$ cat src/rtl/bcc_pkg.sv
// Package for the battery coulomb counter: register map, fields and timing
package bcc_pkg;
	localparam int unsigned CLK_HZ        = 10_000_000;
	localparam int unsigned MEAS_PERIOD_MS = 440;
	localparam int unsigned CONV_TIME_MS   = 3500;
	localparam int unsigned SLEEP_IDLE_MS  = 2000;
	localparam int unsigned MEAS_CYC  = (CLK_HZ / 1000) * MEAS_PERIOD_MS;
	localparam int unsigned CONV_CYC  = (CLK_HZ / 1000) * CONV_TIME_MS;
	localparam int unsigned SLEEP_CYC = (CLK_HZ / 1000) * SLEEP_IDLE_MS;
	localparam int unsigned CNT_W     = 26;

	localparam logic [7:0] ADDR_CONFIG   = 8'h00;
	localparam logic [7:0] ADDR_TEMP     = 8'h04;
	localparam logic [7:0] ADDR_VOLT     = 8'h08;
	localparam logic [7:0] ADDR_CURRENT  = 8'h0c;
	localparam logic [7:0] ADDR_ACC      = 8'h10;
	localparam logic [7:0] ADDR_CUR_BIAS = 8'h14;
	localparam logic [7:0] ADDR_ACC_BIAS = 8'h18;

	localparam int unsigned CFG_SLEEP_EN_BIT = 0;
	localparam int unsigned CFG_BLANK_EN_BIT = 1;
	localparam int unsigned CFG_SLEEP_ST_BIT = 8;
	localparam logic CFG_SLEEP_EN_RST = 1'b0;
	localparam logic CFG_BLANK_EN_RST = 1'b0;
	localparam logic [7:0] BIAS_RST   = 8'h00;

	localparam int unsigned ACC_FRAC_W = 12;
	localparam int unsigned ACC_W      = 16 + ACC_FRAC_W;
	localparam int unsigned RAW_W      = 18;
	localparam int unsigned OFFSET_PERIOD = 1024;
	localparam logic [9:0] OFFSET_IDX  = 10'h3ff;
	localparam logic signed [15:0] SAT_POS = 16'sh7fff;
	localparam logic signed [15:0] SAT_NEG = 16'sh8000;
	localparam logic signed [15:0] CHG_BLANK_LSB = 16'sh0040;
	localparam logic signed [15:0] DIS_BLANK_LSB = 16'sh0010;

	localparam logic [1:0] RESP_OKAY   = 2'b00;
	localparam logic [1:0] RESP_SLVERR = 2'b10;

	typedef struct packed {
		logic [RAW_W-1:0] cur_raw;
		logic [16:0]      volt_raw;
		logic [15:0]      temp_raw;
	} bcc_adc_t;

	typedef struct packed {
		logic                   sda_meta;
		logic                   sda_sync;
		logic                   scl_meta;
		logic                   scl_sync;
		logic                   sleep;
		logic [CNT_W-1:0]       idle_cnt;
		logic [CNT_W-1:0]       meas_cnt;
		logic [CNT_W-1:0]       conv_cnt;
		logic [9:0]             conv_idx;
		logic                   offset_conv;
		logic                   forced_conv;
		logic                   sleep_en;
		logic                   blank_en;
		logic [15:0]            temp;
		logic [15:0]            volt;
		logic [15:0]            cur;
		logic [ACC_W-1:0]       acc;
		logic [RAW_W-1:0]       offset_corr;
		logic [7:0]             cur_bias;
		logic [7:0]             acc_bias;
		logic                   aw_got;
		logic                   w_got;
		logic [7:0]             awaddr;
		logic [31:0]            wdata;
		logic [3:0]             wstrb;
		logic                   bvalid;
		logic [1:0]             bresp;
		logic                   rvalid;
		logic [31:0]            rdata;
		logic [1:0]             rresp;
	} bcc_state_t;
endpackage

$ cat src/rtl/bcc_counter.sv
// Measurement sequencer and coulomb-counting datapath with AXI4-Lite registers
// Function
// - Active mode acquires voltage, temperature, current and charge; all registers reachable.
// - Sleep stops all measurement; serial register access still works.
// - Either bus line high wakes the device from sleep at once.
// - Sleep entered only with sleep enable set and both lines low long enough.
// - Idle time is two seconds; clearing sleep enable blocks sleep entry.
// - Voltage result refreshed every 440 ms, two's complement, 4.88 mV step.
// - Voltage result saturates at 7fff when input exceeds the register range.
// - Temperature result refreshed every 440 ms, two's complement, 0.125 C step.
// - Signed current updated at each 3.5 s conversion end, 1.5625 uV step.
// - Charge currents beyond range report the saturated value 7fff.
// - Every 1024th conversion measures offset; correction serves the next 1023.
// - Offset conversion keeps the previous current and accumulates it instead.
// - New charge is previous charge plus current result plus accumulation bias.
// - Charge clamps at ffff upward and 0000 downward; hidden fraction kept.
// - Writing accumulated charge clears the hidden fraction bits.
// - Writing accumulated charge forces an immediate offset conversion.
// - After that write, measurement and accumulation resume with the second conversion.
// - Current bias is added to every raw conversion for display and accumulation.
// - Current bias is volatile signed 8-bit, applied to later conversions.
// - Biased charge results below 100 uV are never accumulated.
// - With blank enable set, discharge below 25 uV magnitude is not accumulated.
// - Discharge blank enable is cleared at reset.
// - Accumulation bias is added without any blanking check.
// - Accumulation bias is volatile signed 8-bit, applied to later accumulations.
// - A two-byte register is read as one unit so both halves match.
//
// The implementer's own choices: the AXI4-Lite register port and the address map.
module bcc_counter
	import bcc_pkg::*;
#(
	parameter int unsigned MEAS_CYCLES  = MEAS_CYC,
	parameter int unsigned CONV_CYCLES  = CONV_CYC,
	parameter int unsigned SLEEP_CYCLES = SLEEP_CYC
) (
	input  wire logic        aclk,
	input  wire logic        aresetn,
	input  wire logic [7:0]  s_axi_awaddr,
	input  wire logic        s_axi_awvalid,
	output logic             s_axi_awready,
	input  wire logic [31:0] s_axi_wdata,
	input  wire logic [3:0]  s_axi_wstrb,
	input  wire logic        s_axi_wvalid,
	output logic             s_axi_wready,
	output logic [1:0]       s_axi_bresp,
	output logic             s_axi_bvalid,
	input  wire logic        s_axi_bready,
	input  wire logic [7:0]  s_axi_araddr,
	input  wire logic        s_axi_arvalid,
	output logic             s_axi_arready,
	output logic [31:0]      s_axi_rdata,
	output logic [1:0]       s_axi_rresp,
	output logic             s_axi_rvalid,
	input  wire logic        s_axi_rready,
	input  wire logic        bus_data_in,
	input  wire logic        bus_clock_in,
	input  wire bcc_adc_t    adc,
	output logic             sleep_mode,
	output logic             offset_select
);

	if (MEAS_CYCLES < 2 || MEAS_CYCLES >= (1 << CNT_W)) begin : g_chk_meas
		$error("MEAS_CYCLES out of range");
	end
	if (CONV_CYCLES < 2 || CONV_CYCLES >= (1 << CNT_W)) begin : g_chk_conv
		$error("CONV_CYCLES out of range");
	end
	if (SLEEP_CYCLES < 2 || SLEEP_CYCLES >= (1 << CNT_W)) begin : g_chk_sleep
		$error("SLEEP_CYCLES out of range");
	end

	localparam logic [CNT_W-1:0] MEAS_LAST  = CNT_W'(MEAS_CYCLES - 1);
	localparam logic [CNT_W-1:0] CONV_LAST  = CNT_W'(CONV_CYCLES - 1);
	localparam logic [CNT_W-1:0] SLEEP_LAST = CNT_W'(SLEEP_CYCLES - 1);
	localparam logic [ACC_W+1:0] ACC_MAX    = {2'b00, {ACC_W{1'b1}}};

	bcc_state_t st_reg;
	bcc_state_t st_next;

	logic                    meas_tick;
	logic                    conv_end;
	logic                    lines_low;
	logic                    wr_fire;
	logic                    acc_write;
	logic signed [RAW_W+1:0] cur_sum;
	logic signed [15:0]      cur_new;
	logic signed [15:0]      acc_src;
	logic signed [15:0]      acc_term;
	logic signed [ACC_W+1:0] acc_sum;
	logic [31:0]             rd_word;
	logic                    rd_hit;

	function automatic logic [15:0] merge16(input logic [15:0] old, input logic [31:0] d,
		input logic [3:0] be);
		merge16 = {be[1] ? d[15:8] : old[15:8], be[0] ? d[7:0] : old[7:0]};
	endfunction

	function automatic logic signed [15:0] sat16(input logic signed [RAW_W+1:0] v);
		if (v > RAW_W'(SAT_POS))
			sat16 = SAT_POS;
		else if (v < $signed({{(RAW_W-14){1'b1}}, 16'h8000}))
			sat16 = SAT_NEG;
		else
			sat16 = v[15:0];
	endfunction

	assign lines_low = !st_reg.sda_sync && !st_reg.scl_sync;
	assign meas_tick = !st_reg.sleep && (st_reg.meas_cnt == MEAS_LAST);
	assign conv_end  = !st_reg.sleep && (st_reg.conv_cnt == CONV_LAST);
	assign wr_fire   = st_reg.aw_got && st_reg.w_got && !st_reg.bvalid;
	assign acc_write = wr_fire && (st_reg.awaddr == ADDR_ACC);

	always_comb begin
		// Raw minus offset plus sign-extended current bias
		cur_sum = $signed({{2{adc.cur_raw[RAW_W-1]}}, adc.cur_raw})
			- $signed({{2{st_reg.offset_corr[RAW_W-1]}}, st_reg.offset_corr})
			+ $signed({{(RAW_W-6){st_reg.cur_bias[7]}}, st_reg.cur_bias});
		cur_new = sat16(cur_sum);
		// Offset conversions reuse the value already displayed
		acc_src = st_reg.offset_conv ? $signed(st_reg.cur) : cur_new;
		if (acc_src > 16'sh0000 && acc_src < CHG_BLANK_LSB)
			acc_term = 16'sh0000;
		else if (st_reg.blank_en && acc_src < 16'sh0000 && acc_src > -DIS_BLANK_LSB)
			acc_term = 16'sh0000;
		else
			acc_term = acc_src;
		// Bias joins after blanking; current LSB equals one fraction LSB
		acc_sum = $signed({2'b00, st_reg.acc})
			+ $signed({{(ACC_W-14){acc_term[15]}}, acc_term})
			+ $signed({{(ACC_W-6){st_reg.acc_bias[7]}}, st_reg.acc_bias});
	end

	always_comb begin
		rd_hit = 1'b1;
		// Whole 16-bit value goes out in one beat, so halves cannot tear
		unique case (s_axi_araddr)
			ADDR_CONFIG: begin
				rd_word = '0;
				rd_word[CFG_SLEEP_EN_BIT] = st_reg.sleep_en;
				rd_word[CFG_BLANK_EN_BIT] = st_reg.blank_en;
				rd_word[CFG_SLEEP_ST_BIT] = st_reg.sleep;
			end
			ADDR_TEMP:     rd_word = {16'h0000, st_reg.temp};
			ADDR_VOLT:     rd_word = {16'h0000, st_reg.volt};
			ADDR_CURRENT:  rd_word = {16'h0000, st_reg.cur};
			ADDR_ACC:      rd_word = {16'h0000, st_reg.acc[ACC_W-1:ACC_FRAC_W]};
			ADDR_CUR_BIAS: rd_word = {24'h000000, st_reg.cur_bias};
			ADDR_ACC_BIAS: rd_word = {24'h000000, st_reg.acc_bias};
			default: begin
				rd_word = '0;
				rd_hit  = 1'b0;
			end
		endcase
	end

	always_comb begin
		st_next = st_reg;

		// Line synchronisers
		st_next.sda_meta = bus_data_in;
		st_next.sda_sync = st_reg.sda_meta;
		st_next.scl_meta = bus_clock_in;
		st_next.scl_sync = st_reg.scl_meta;

		// Power mode
		if (st_reg.sleep) begin
			if (!lines_low)
				st_next.sleep = 1'b0;
			st_next.idle_cnt = '0;
		end else if (st_reg.sleep_en && lines_low) begin
			if (st_reg.idle_cnt == SLEEP_LAST) begin
				st_next.sleep    = 1'b1;
				st_next.idle_cnt = '0;
			end else begin
				st_next.idle_cnt = st_reg.idle_cnt + 1'b1;
			end
		end else begin
			st_next.idle_cnt = '0;
		end

		// Voltage and temperature, frozen in sleep
		if (!st_reg.sleep) begin
			st_next.meas_cnt = meas_tick ? '0 : st_reg.meas_cnt + 1'b1;
		end
		if (meas_tick) begin
			if ($signed(adc.volt_raw) > $signed({1'b0, SAT_POS}))
				st_next.volt = SAT_POS;
			else
				st_next.volt = adc.volt_raw[15:0];
			st_next.temp = adc.temp_raw;
		end

		// Current conversion sequence
		if (!st_reg.sleep) begin
			st_next.conv_cnt = conv_end ? '0 : st_reg.conv_cnt + 1'b1;
		end
		if (conv_end) begin
			st_next.forced_conv = 1'b0;
			if (st_reg.offset_conv) begin
				st_next.offset_corr = adc.cur_raw;
				// A forced calibration skips accumulation; next conversion is normal
				if (!st_reg.forced_conv) begin
					st_next.acc = acc_sum < 0 ? '0
						: (acc_sum > ACC_MAX ? {ACC_W{1'b1}} : acc_sum[ACC_W-1:0]);
				end
				st_next.conv_idx    = '0;
				st_next.offset_conv = 1'b0;
			end else begin
				st_next.cur = cur_new;
				st_next.acc = acc_sum < 0 ? '0
					: (acc_sum > ACC_MAX ? {ACC_W{1'b1}} : acc_sum[ACC_W-1:0]);
				st_next.conv_idx    = st_reg.conv_idx + 1'b1;
				st_next.offset_conv = (st_reg.conv_idx + 1'b1) == OFFSET_IDX;
			end
		end

		// AXI write path
		if (s_axi_awvalid && s_axi_awready) begin
			st_next.aw_got = 1'b1;
			st_next.awaddr = s_axi_awaddr;
		end
		if (s_axi_wvalid && s_axi_wready) begin
			st_next.w_got = 1'b1;
			st_next.wdata = s_axi_wdata;
			st_next.wstrb = s_axi_wstrb;
		end
		if (wr_fire) begin
			st_next.aw_got = 1'b0;
			st_next.w_got  = 1'b0;
			st_next.bvalid = 1'b1;
			st_next.bresp  = RESP_OKAY;
			unique case (st_reg.awaddr)
				ADDR_CONFIG: begin
					if (st_reg.wstrb[0]) begin
						st_next.sleep_en = st_reg.wdata[CFG_SLEEP_EN_BIT];
						st_next.blank_en = st_reg.wdata[CFG_BLANK_EN_BIT];
					end
				end
				ADDR_ACC: begin
					st_next.acc = {merge16(st_reg.acc[ACC_W-1:ACC_FRAC_W], st_reg.wdata,
						st_reg.wstrb), {ACC_FRAC_W{1'b0}}};
					// Restart with a calibration conversion so the new count starts clean
					st_next.conv_cnt    = '0;
					st_next.offset_conv = 1'b1;
					st_next.forced_conv = 1'b1;
					st_next.conv_idx    = '0;
				end
				ADDR_CUR_BIAS: begin
					if (st_reg.wstrb[0])
						st_next.cur_bias = st_reg.wdata[7:0];
				end
				ADDR_ACC_BIAS: begin
					if (st_reg.wstrb[0])
						st_next.acc_bias = st_reg.wdata[7:0];
				end
				ADDR_TEMP, ADDR_VOLT, ADDR_CURRENT: st_next.bresp = RESP_OKAY;
				default: st_next.bresp = RESP_SLVERR;
			endcase
		end
		if (st_reg.bvalid && s_axi_bready)
			st_next.bvalid = 1'b0;

		// AXI read path
		if (s_axi_arvalid && s_axi_arready) begin
			st_next.rvalid = 1'b1;
			st_next.rdata  = rd_word;
			st_next.rresp  = rd_hit ? RESP_OKAY : RESP_SLVERR;
		end else if (st_reg.rvalid && s_axi_rready) begin
			st_next.rvalid = 1'b0;
		end
	end

	always_ff @(posedge aclk) begin
		if (!aresetn) begin
			st_reg          <= '0;
			st_reg.sleep_en <= CFG_SLEEP_EN_RST;
			st_reg.blank_en <= CFG_BLANK_EN_RST;
			st_reg.cur_bias <= BIAS_RST;
			st_reg.acc_bias <= BIAS_RST;
		end else begin
			st_reg <= st_next;
		end
	end

	assign s_axi_awready = !st_reg.aw_got && !st_reg.bvalid;
	assign s_axi_wready  = !st_reg.w_got && !st_reg.bvalid;
	assign s_axi_bvalid  = st_reg.bvalid;
	assign s_axi_bresp   = st_reg.bresp;
	assign s_axi_arready = !st_reg.rvalid;
	assign s_axi_rvalid  = st_reg.rvalid;
	assign s_axi_rdata   = st_reg.rdata;
	assign s_axi_rresp   = st_reg.rresp;
	assign sleep_mode    = st_reg.sleep;
	assign offset_select = st_reg.offset_conv;
endmodule

$ cat config.mk
export PLATFORM = sky130hd
export DESIGN_NAME = bcc_counter
export DESIGN_NICKNAME = d
export VERILOG_FILES = /design/src/rtl/bcc_pkg.sv /design/src/rtl/bcc_counter.sv
export SDC_FILE = /design/constraint.sdc
export NUM_CORES = 1
export LEC_CHECK = 0
export BUFFER_PORTS_ARGS = -buffer_cell sky130_fd_sc_hd__buf_2
export CAP_MARGIN = 25
export CORE_MARGIN = 2
export CORE_UTILIZATION = 55
export CTS_BUF_LIST = sky130_fd_sc_hd__clkbuf_16
export CTS_CLUSTER_SIZE = 16
export DETAILED_ROUTE_END_ITERATION = 6
export GPL_TIMING_DRIVEN = 0
export HOLD_SLACK_MARGIN = 0.05
export PLACE_DENSITY = 0.79
export SLEW_MARGIN = 5
export SYNTH_ARGS = -nofsm -noshare
export SYNTH_HDL_FRONTEND = slang
export SYNTH_SLANG_ARGS = --single-unit
$ cat constraint.sdc
create_clock -name aclk -period 18.38 [get_ports aclk]
set_input_delay 1.838 -clock aclk [delete_from_list [all_inputs] [get_ports aclk]]
set_output_delay 1.838 -clock aclk [all_outputs]
set_load 0.005 [all_outputs]
# --- Word level (Yosys, flattened, before mapping) ---
# Index checks and enable logic that the tools add are counted.
totals:
  rom_bits: 0
  inputBits: 112
  ram_bits: 0
  ff_bits: 273
  output_inout_bits: 43
  mem_count: 0
  latchBits: 0
  elab_cells: 141
op_classes:
  reduce_logical: 35
  bitwise_logic: 2
  n_eq_ne: 18
  mux: 37
  n_mul: 0
  n_shift: 0
  div_mod_pow: 0
  n_lt_le_gt_ge: 9
  add_sub_neg: 8
op_table:
  columns: ["operator", "count"]
  rows:
  - ["two-way mux 28 bit", 6]
  - ["two-way mux 26 bit", 5]
  - ["case mux 16 bit (7 select lines)", 1]
  - ["two-way mux 16 bit", 6]
  - ["adder 26 x 1 -> 26 bit, second input constant", 3]
  - ["equality test 8 x 5 -> 1 bit, second input constant", 6]
  - ["two-way mux 46 bit", 1]
  - ["two-way mux 40 bit", 1]
  - ["two-way mux 38 bit", 1]
  - ["equality test 8 x 4 -> 1 bit, second input constant", 4]
  - ["adder 29 x 16 -> 30 bit", 1]
  - ["adder 30 x 8 -> 30 bit", 1]
  - ["greater-than comparator 30 x 28 -> 1 bit, second input constant", 1]
  - ["< comparator 30 x 1 -> 1 bit, second input constant", 1]
  - ["two-way mux 27 bit", 1]
  - ["equality test 26 x 23 -> 1 bit, second input constant", 1]
  - ["equality test 26 x 25 -> 1 bit, second input constant", 1]
  - ["equality test 26 bit, second input constant", 1]
  - ["adder 19 x 8 -> 20 bit", 1]
  - ["greater-than comparator 20 x 16 -> 1 bit, second input constant", 1]
  - ["< comparator 20 x 16 -> 1 bit, second input constant", 1]
  - ["subtractor 18 x 18 -> 19 bit", 1]
  - ["two-way mux 18 bit", 1]
  - ["greater-than comparator 17 x 16 -> 1 bit, second input constant", 1]
  - ["other kinds (23)", 61]

# --- Longest topological paths before layout ---
# Gate-level depths: netlist of run 1.
logic_depth:
  depth_word: 21
  mapped_depth: 33
  ltp_nobuf: 30

# --- Worst setup path before layout of run 1 ---
# Ideal clock, no wire load.
synth_timing:
  path_kind: "in2reg"
  start: "input port adc[40] in the netlist's numbering"
  end: "register st_reg[128] in the netlist's numbering"
  setup_time_ps: 71
  setup_slack_ps: 8816
  arrival_time_ps: 9494
  required_time_ps: 18309
  stages: 27
  path_cell_list: "inv_1 fa_1 inv_1 ha_1 nor2_1 or2_1 o31a_1 o311a_2 nor3_1 a31o_2 o21ai_0 mux2i_1 a2111oi_4 a211oi_1 fa_1 ha_1 a21o_1 a21o_1 a21oi_1 and2_1 o31ai_1 a221oi_1 o21ai_0 xnor2_1 clkbuf_1 o211ai_1 a21oi_1"
synth_via:
  elab_chain_len: 21
synth_rtl:
  columns: ["item", "line", "source"]
  rows:
  - ["start, declared", "bcc_counter.sv:58", "input wire bcc_adc_t adc,"]
  - ["subtractor 18 x 18 -> 19 bit (*)", "bcc_counter.sv:117", "- $signed({{2{st_reg.offset_corr[RAW_W-1]}}, st_reg.offset_corr})"]
  - ["adder 19 x 8 -> 20 bit (*)", "bcc_counter.sv:118", "+ $signed({{(RAW_W-6){st_reg.cur_bias[7]}}, st_reg.cur_bias});"]
  - ["< comparator 20 x 16 -> 1 bit", "bcc_counter.sv:102", "else if (v < $signed({{(RAW_W-14){1'b1}}, 16'h8000}))"]
  - ["two-way mux 16 bit", "bcc_counter.sv:102", null]
  - ["two-way mux 16 bit (*)", "bcc_counter.sv:100", "if (v > RAW_W'(SAT_POS))"]
  - ["two-way mux 16 bit (*)", "bcc_counter.sv:121", "acc_src = st_reg.offset_conv ? $signed(st_reg.cur) : cur_new;"]
  - ["< comparator 16 x 1 -> 1 bit", "bcc_counter.sv:124", "else if (st_reg.blank_en && acc_src < 16'sh0000 && acc_src > -DIS_BLANK_LSB)"]
  - ["logical AND 1 bit (2 in a row)", "bcc_counter.sv:124", null]
  - ["[4 not listed]", null, null]
  - ["greater-than comparator 30 x 28 -> 1 bit", "bcc_counter.sv:205, bcc_counter.sv:212", null]
  - ["two-way mux 28 bit", "bcc_counter.sv:205, bcc_counter.sv:212", null]
  - ["two-way mux 28 bit (*)", "bcc_counter.sv:204, bcc_counter.sv:211", null]
  - ["two-way mux 28 bit", "bcc_counter.sv:203", "if (!st_reg.forced_conv) begin"]
  - ["two-way mux 28 bit (*)", "bcc_counter.sv:200", "if (st_reg.offset_conv) begin"]
  - ["two-way mux 46 bit (*)", "bcc_counter.sv:198", "if (conv_end) begin"]
  - ["two-way mux 28 bit", "bcc_counter.sv:233", "unique case (st_reg.awaddr)"]
  - ["two-way mux 28 bit (*)", "bcc_counter.sv:228", "if (wr_fire) begin"]
  - ["end signal, assigned", "bcc_counter.sv:282", "st_reg <= st_next;"]
  - ["end, declared", "bcc_counter.sv:78", "bcc_state_t st_reg;"]
# Mark *: on every way between the ends. The rest lies on a longest branch, timed or not.
# A chain may end at the register's enable or synchronous reset.

# --- Worst setup path after layout of run 1 ---
layout_timing:
  start: "input port adc[42] in the netlist's numbering"
  end: "register st_reg[140] in the netlist's numbering"
# Same word-level chain as after synthesis.

==> results.toml, run 1 <==
[global_routing]
grtUsageMet3_pct = 4.33
use_met1_pct = 36.9
grt-ovfl-total = 0
grt-busiest-layer = "met2"
grtUsageTotal_pct = 29.2
grt_pass1_vias = 13755
globalRouteMet2Util_pct = 49.8
grt_max_degree = 16
grt_pass1_wl_um = 68600
antenna_found_initial = 1

[setup_path]
cp_max_fo = 10
r2r_setup_slack_ns = 8.73
arrival_ns = 10.60
worstSetupEndpointType = "register"
start_kind = "input pin"
worst_r2r_endpoint = "st_reg[140]"
crit_path_frequent_cell = "o21ai_0"
crit_path_top_delay_cell = "xnor2_1"
worst_r2r_path_depth = 30
cp_data_required_time_ns = 18.84
cp_slowest_stage_delay_ns = 0.72
r2r-start = "st_reg[99]"
crit_type = "input pin to register"

[placement]
numPortBuffers = 117
place_congestion = 0.947
post-place-ws_ns = 7.86
dp_cells = 2394
dpl.hpwl_um = 32700

[cts]
tritoncts = "built"
cts_made_buffers = 29
cts_setup_buffers = 0
clkSinkCount = 255
cts_resized = 0
hold_buffers = 0
clock-root-buffer = "clkbuf_16"
cts_max_level = 1
clk_latency_ns = 0.57
cts.reportedPaths.clkPinSlew_ns = 0.07
cts.path.max_buffers = 3

[drt]
drcViolationCount = 0
routed_wl_um = 42700
vias_per_cell = 5.88
drt_pass1_iterations = 6
drt-initial-drc-count = 1204
ant_nets = 0
wl_per_cell_um = 17.5
num_vias = 14384

[job]
cap_violations = 0

[timing]
fmax_mhz = 98.7
finalWorstSetupSlack_ns = 8.24
min_period_ns = 10.14
skew_ns = 0.0192
holdWs_ns = 0.444
fin_crit_sh_pct = 55.2
setup_viol = 0
slew_headroom_pct = 31.1
rsz0062_at_grt = "false"
hold_viol = 0
drv_slew = 0
tns_ns = 0
tightest_slew_ns = 1.02

[power]
p_clk_share_pct = 42.4
pwr-share-seq_pct = 40.1
internal_power_mw = 0.999
sw_frac_of_total_pct = 29.1
ir_drop_mv = 0.0854
p_leak_nw = 7.01
cellPowerDensity_nw_per_um2 = 80.8
pwr-share-comb_pct = 17.4
netSwitchingPower_mw = 0.410

[hold_path]
min_to = "st_reg[287]"
hold_path_class = "register to register"
hold_depth = 1
hold_start = "st_next[287]"

[final_layout]
ff_latch_area_sq_um = 5110
largest_reg_flops = 231
fin_cells = 2448
layout_commonest_cell = "dfxtp_1"
multiInputGateArea_sq_um = 9230
n_antenna_cell = 0
drive_gt1_share_pct = 12.2
filler_cell_count = 2324
layout.nets = 2267
syn_to_final_growth_pct = 14.3
final_cell_mix = "dfxtp_1, nand2_1, nor2_1"

[logic_synthesis]
synth_area_leaders = "dfxtp_1, fa_1, nand2_1"
synthCells = 1884
ys_warn_count = 0
yosysSeqAreaShare_pct = 33.5
synth_top_area_share_pct = 33.5
ys_seq_elements = 255
synth_ff_type = "dfxtp_1"
yosys.area.top_type = "dfxtp_1"
synth_edf_count = 0
syn_area_per_cell_sq_um = 8.10
async_reset_ff_share_pct = 0
synth_area_sq_um = 15300
ys_types = 84

[floorplan]
initial_core_util_pct = 56.3
die_y_um = 171
die_w_um = 171
ios = 155
rows = 60
dieArea_sq_um = 29100
core_sq_um = 27100

[status]
run_status = "finished, final reports clean"
-- power by group through the flow --
stage	combinational [mW]	clock (mW)	sequential, mW
6_report	0.246	0.597	0.566
3_5_place_dp	0.239	0	0.578
3_3_place_gp	0.234	0	0.577
5_1_grt	0.271	0.625	0.566
4_1_cts	0.241	0.604	0.565
2_1_floorplan	0.173	0	0.575
-- critical path, delay by kind of cell --
family | cells | cell delay (ns)
compound gates | 13 | 3.91
simple gates | 5 | 0.88
buf+inv | 7 | 1.33
mux | 1 | 0.26
xor+xnor | 1 | 0.72
fa+ha+maj | 4 | 1.67
-- worst max-delay path by stage --
stage | start | end
after floorplan | adc[40] | st_reg[128]
after global placement | adc[49] | st_reg[140]
after detailed placement | adc[41] | st_reg[140]
after CTS | adc[42] | st_reg[140]
after global routing | adc[47] | st_reg[124]
final | adc[42] | st_reg[140]
-- logic make-up (layout without fill, tap and decap cells) --
group | after synthesis | after routing | synth area share [%]
simple gates | 712 | 712 | 21.4
compound gates | 457 | 457 | 19.4
flops | 255 | 255 | 33.5
buf+inv | 217 | 392 | 6.63
xor+xnor | 111 | 111 | 6.37
fa+ha+maj | 102 | 102 | 10.7
mux | 29 | 29 | 1.93
other cells | 1 | 18 | 0.0246
-- layout make-up --
cell class / instances / share of cell area [%]
Buffer: 123 / 3.77
Inverter: 94 / 2.02
Multi-Input combinational cell: 1429 / 53.0
Clock buffer: 29 / 4.16
Sequential cell: 255 / 29.3
Clock inverter: 25 / 1.51
Timing Repair Buffer: 121 / 3.61
Tap cell: 372 / 2.67
-- cell usage after synthesis, types with 6 or more instances --
cell type and n:
or3_1 9, fa_1 48, mux2i_1 26, or2_2 6, dfxtp_1 255, a31oi_1 24
o41ai_1 6, nand2_1 238, o211ai_1 27, o21ai_0 66, xor2_1 66, or4b_2 6
clkbuf_1 76, nand3_1 58, a22oi_1 42, a221oi_1 9, xnor2_1 45, ha_1 54
nand4_1 23, buf_4 37, a211oi_1 14, nor2_1 207, nand2b_1 10, and2_1 17
and3_1 22, inv_1 93, nor2b_1 8, nor4_1 18, a21oi_1 170, a21o_1 33
nor3_1 62
-- metal layers --
metal,up-vias,wire length [um]
li1,6887,-
met2,588,20300
met5,-,13
met4,2,1920
met3,133,3310
met1,6774,17200
-- stage by stage --
| step | util [%] | instance area [sq um] | power [mW] |
|---|---|---|---|
| global placement | 60.4 | 16400 | 0.811 |
| floorplan | - | 15300 | 0.748 |
| global route | 64.3 | 17400 | 1.46 |
| CTS | 64.3 | 17400 | 1.41 |
| detailed placement | 60.7 | 16400 | 0.817 |
| finish | 64.3 | 17400 | 1.41 |
Power figures use the tool's default switching activity.
==> inputs of run 2 (changes only) <==
- ABC_AREA: default -> 1
- clock period: 18.38 -> 9.65 ns (I/O delays scaled with it)
==> results.toml, run 2 <==
[setup_path]
crit_type = "register to register"
cp_max_fo = 13
crit_family = "adder cells"
arrival_ns = 8.09
crit_path_frequent_cell = "nand2_1"
crit_path_top_delay_cell = "inv_1"
cp_data_required_time_ns = 10.15
crit_buf_inv = 6
worstSetupEndpointType = "register"
start_kind = "register"
cp_slowest_stage_delay_ns = 0.57

[timing]
tightest_slew_ns = 0.862
holdWs_ns = 0.416
skew_ns = 0.0197
drv_slew = 0
fmax_mhz = 132
setup_viol = 0
slew_headroom_pct = 42.0
fin_crit_sh_pct = 78.7
min_period_ns = 7.59
finalWorstSetupSlack_ns = 2.06
rsz0062_at_grt = "false"
tns_ns = 0
hold_viol = 0

[placement]
place_congestion = 0.988
dp_cells = 2801
dpl_cell_area_sq_um = 16900
post-place-ws_ns = 1.90
numPortBuffers = 117
dpl.hpwl_um = 37600

[final_layout]
fin_cells = 2854
drive_gt1_share_pct = 9.96
syn_to_final_growth_pct = 13.7
layout_commonest_cell = "nand2_1"
fin_area_sq_um = 17900
n_antenna_cell = 0
final_cell_mix = "nand2_1, nor2_1, inv_1"
largest_reg_flops = 231
layout.nets = 2662
fin_util_pct = 63.0

[cts]
tritoncts = "built"
cts_max_level = 1
cts.path.max_buffers = 3
cts_setup_buffers = 0
cts.reportedPaths.clkPinSlew_ns = 0.07
cts_made_buffers = 29
cts_resized = 0
clkSinkCount = 255
clock-root-buffer = "clkbuf_16"
hold_buffers = 0
clk_latency_ns = 0.57

[logic_synthesis]
synth_ff_type = "dfxtp_1"
synth_area_leaders = "dfxtp_1, nand2_1, nor2_1"
yosysSeqAreaShare_pct = 32.4
yosys.area.top_type = "dfxtp_1"
ys_types = 59
ys_seq_elements = 255
syn_area_per_cell_sq_um = 6.91
synth_area_sq_um = 15800
synth_top_area_share_pct = 32.4
ys_warn_count = 0
synth.most_common_cell = "nand2_1"
async_reset_ff_share_pct = 0
synthCells = 2283
synth_edf_count = 0
synth_top_cells_by_count = "nand2_1, nor2_1, inv_1, dfxtp_1, a21oi_1"

[global_routing]
grt_max_degree = 23
grt-ovfl-total = 0
grtUsageTotal_pct = 30.9
antenna_found_initial = 1
grt_pass1_vias = 14963
grt_pass1_wl_um = 75400

[floorplan]
dieArea_sq_um = 30100
die_w_um = 173
die_y_um = 173
ios = 155
rows = 62
core_sq_um = 28500
initial_core_util_pct = 55.4

[drt]
ant_nets = 0
wl_per_cell_um = 16.5
vias_per_cell = 5.51
drcViolationCount = 0
drt_pass1_iterations = 6
drt-initial-drc-count = 1273
routed_wl_um = 47100
num_vias = 15730

[power]
total_power_mw = 2.74
p_leak_nw = 7.91
ir_drop_mv = 0.131
cellPowerDensity_nw_per_um2 = 153

[hold_path]
hold_path_class = "register to register"

[job]
cap_violations = 0

[status]
run_status = "finished, final reports clean"
run 2: cell count changes after synthesis, sizes merged, moves of 19 or more:
cell and change:
a21o -32, nor2 +103, and3 -20, xor2 -35, o21ai +84, inv +197
o211ai -21, a21oi +46, nand2 +236, mux2i -26, nand3 +19, xnor2 -19
a22oi -32, clkbuf -26
run 2: cell type report:
class,instances,area (sq um)
Buffer,108,584
Clock buffer,29,726
Clock inverter,24,300
Fill cell,2659,10500
Inverter,293,1100
Multi-Input combinational cell,1644,9050
Sequential cell,255,5110
Tap cell,384,480
Timing Repair Buffer,117,586
run 2: layer usage:
layer	vias up	track usage, %	wire length, um
met3	106	4.65	3500
met1	7240	42.0	21000
met5	-	0	18
met2	628	49.7	20700
met4	2	12.4	1870
li1	7754	-	-
run 2: cells by family after synthesis:
family          Yosys count  synth area share (%)
flops                   255                  32.4
compound gates          469                  16.7
simple gates            998                  26.7
other cells               1                0.0238
fa+ha+maj               102                  10.4
buf+inv                 401                  10.7
xor+xnor                 57                  3.16
run 2: final timing paths:
kind                 endpoint  depth (start not counted)  slack (ns)          from
hold reg to reg   st_reg[287]                          2        0.42  st_next[287]
setup reg to reg  st_reg[136]                         37        2.06    st_reg[99]
setup / recovery  st_reg[136]                         37        2.06    st_reg[99]
hold / removal    st_reg[287]                          2        0.42  st_next[287]
run 2: power breakdown:
part           internal (mW)  switching, mW
Sequential              1.07         0.0164
Clock                  0.714          0.478
Combinational          0.160          0.306
Total                   1.94          0.801
run 2: tightest hold or removal path, delay by kind of cell, from the launching register on:
kind | cells | cell delay, ns
buffers and inverters | 1 | 0.04
AND/OR/NAND/NOR | 1 | 0.05
flip-flops | 1 | 0.31
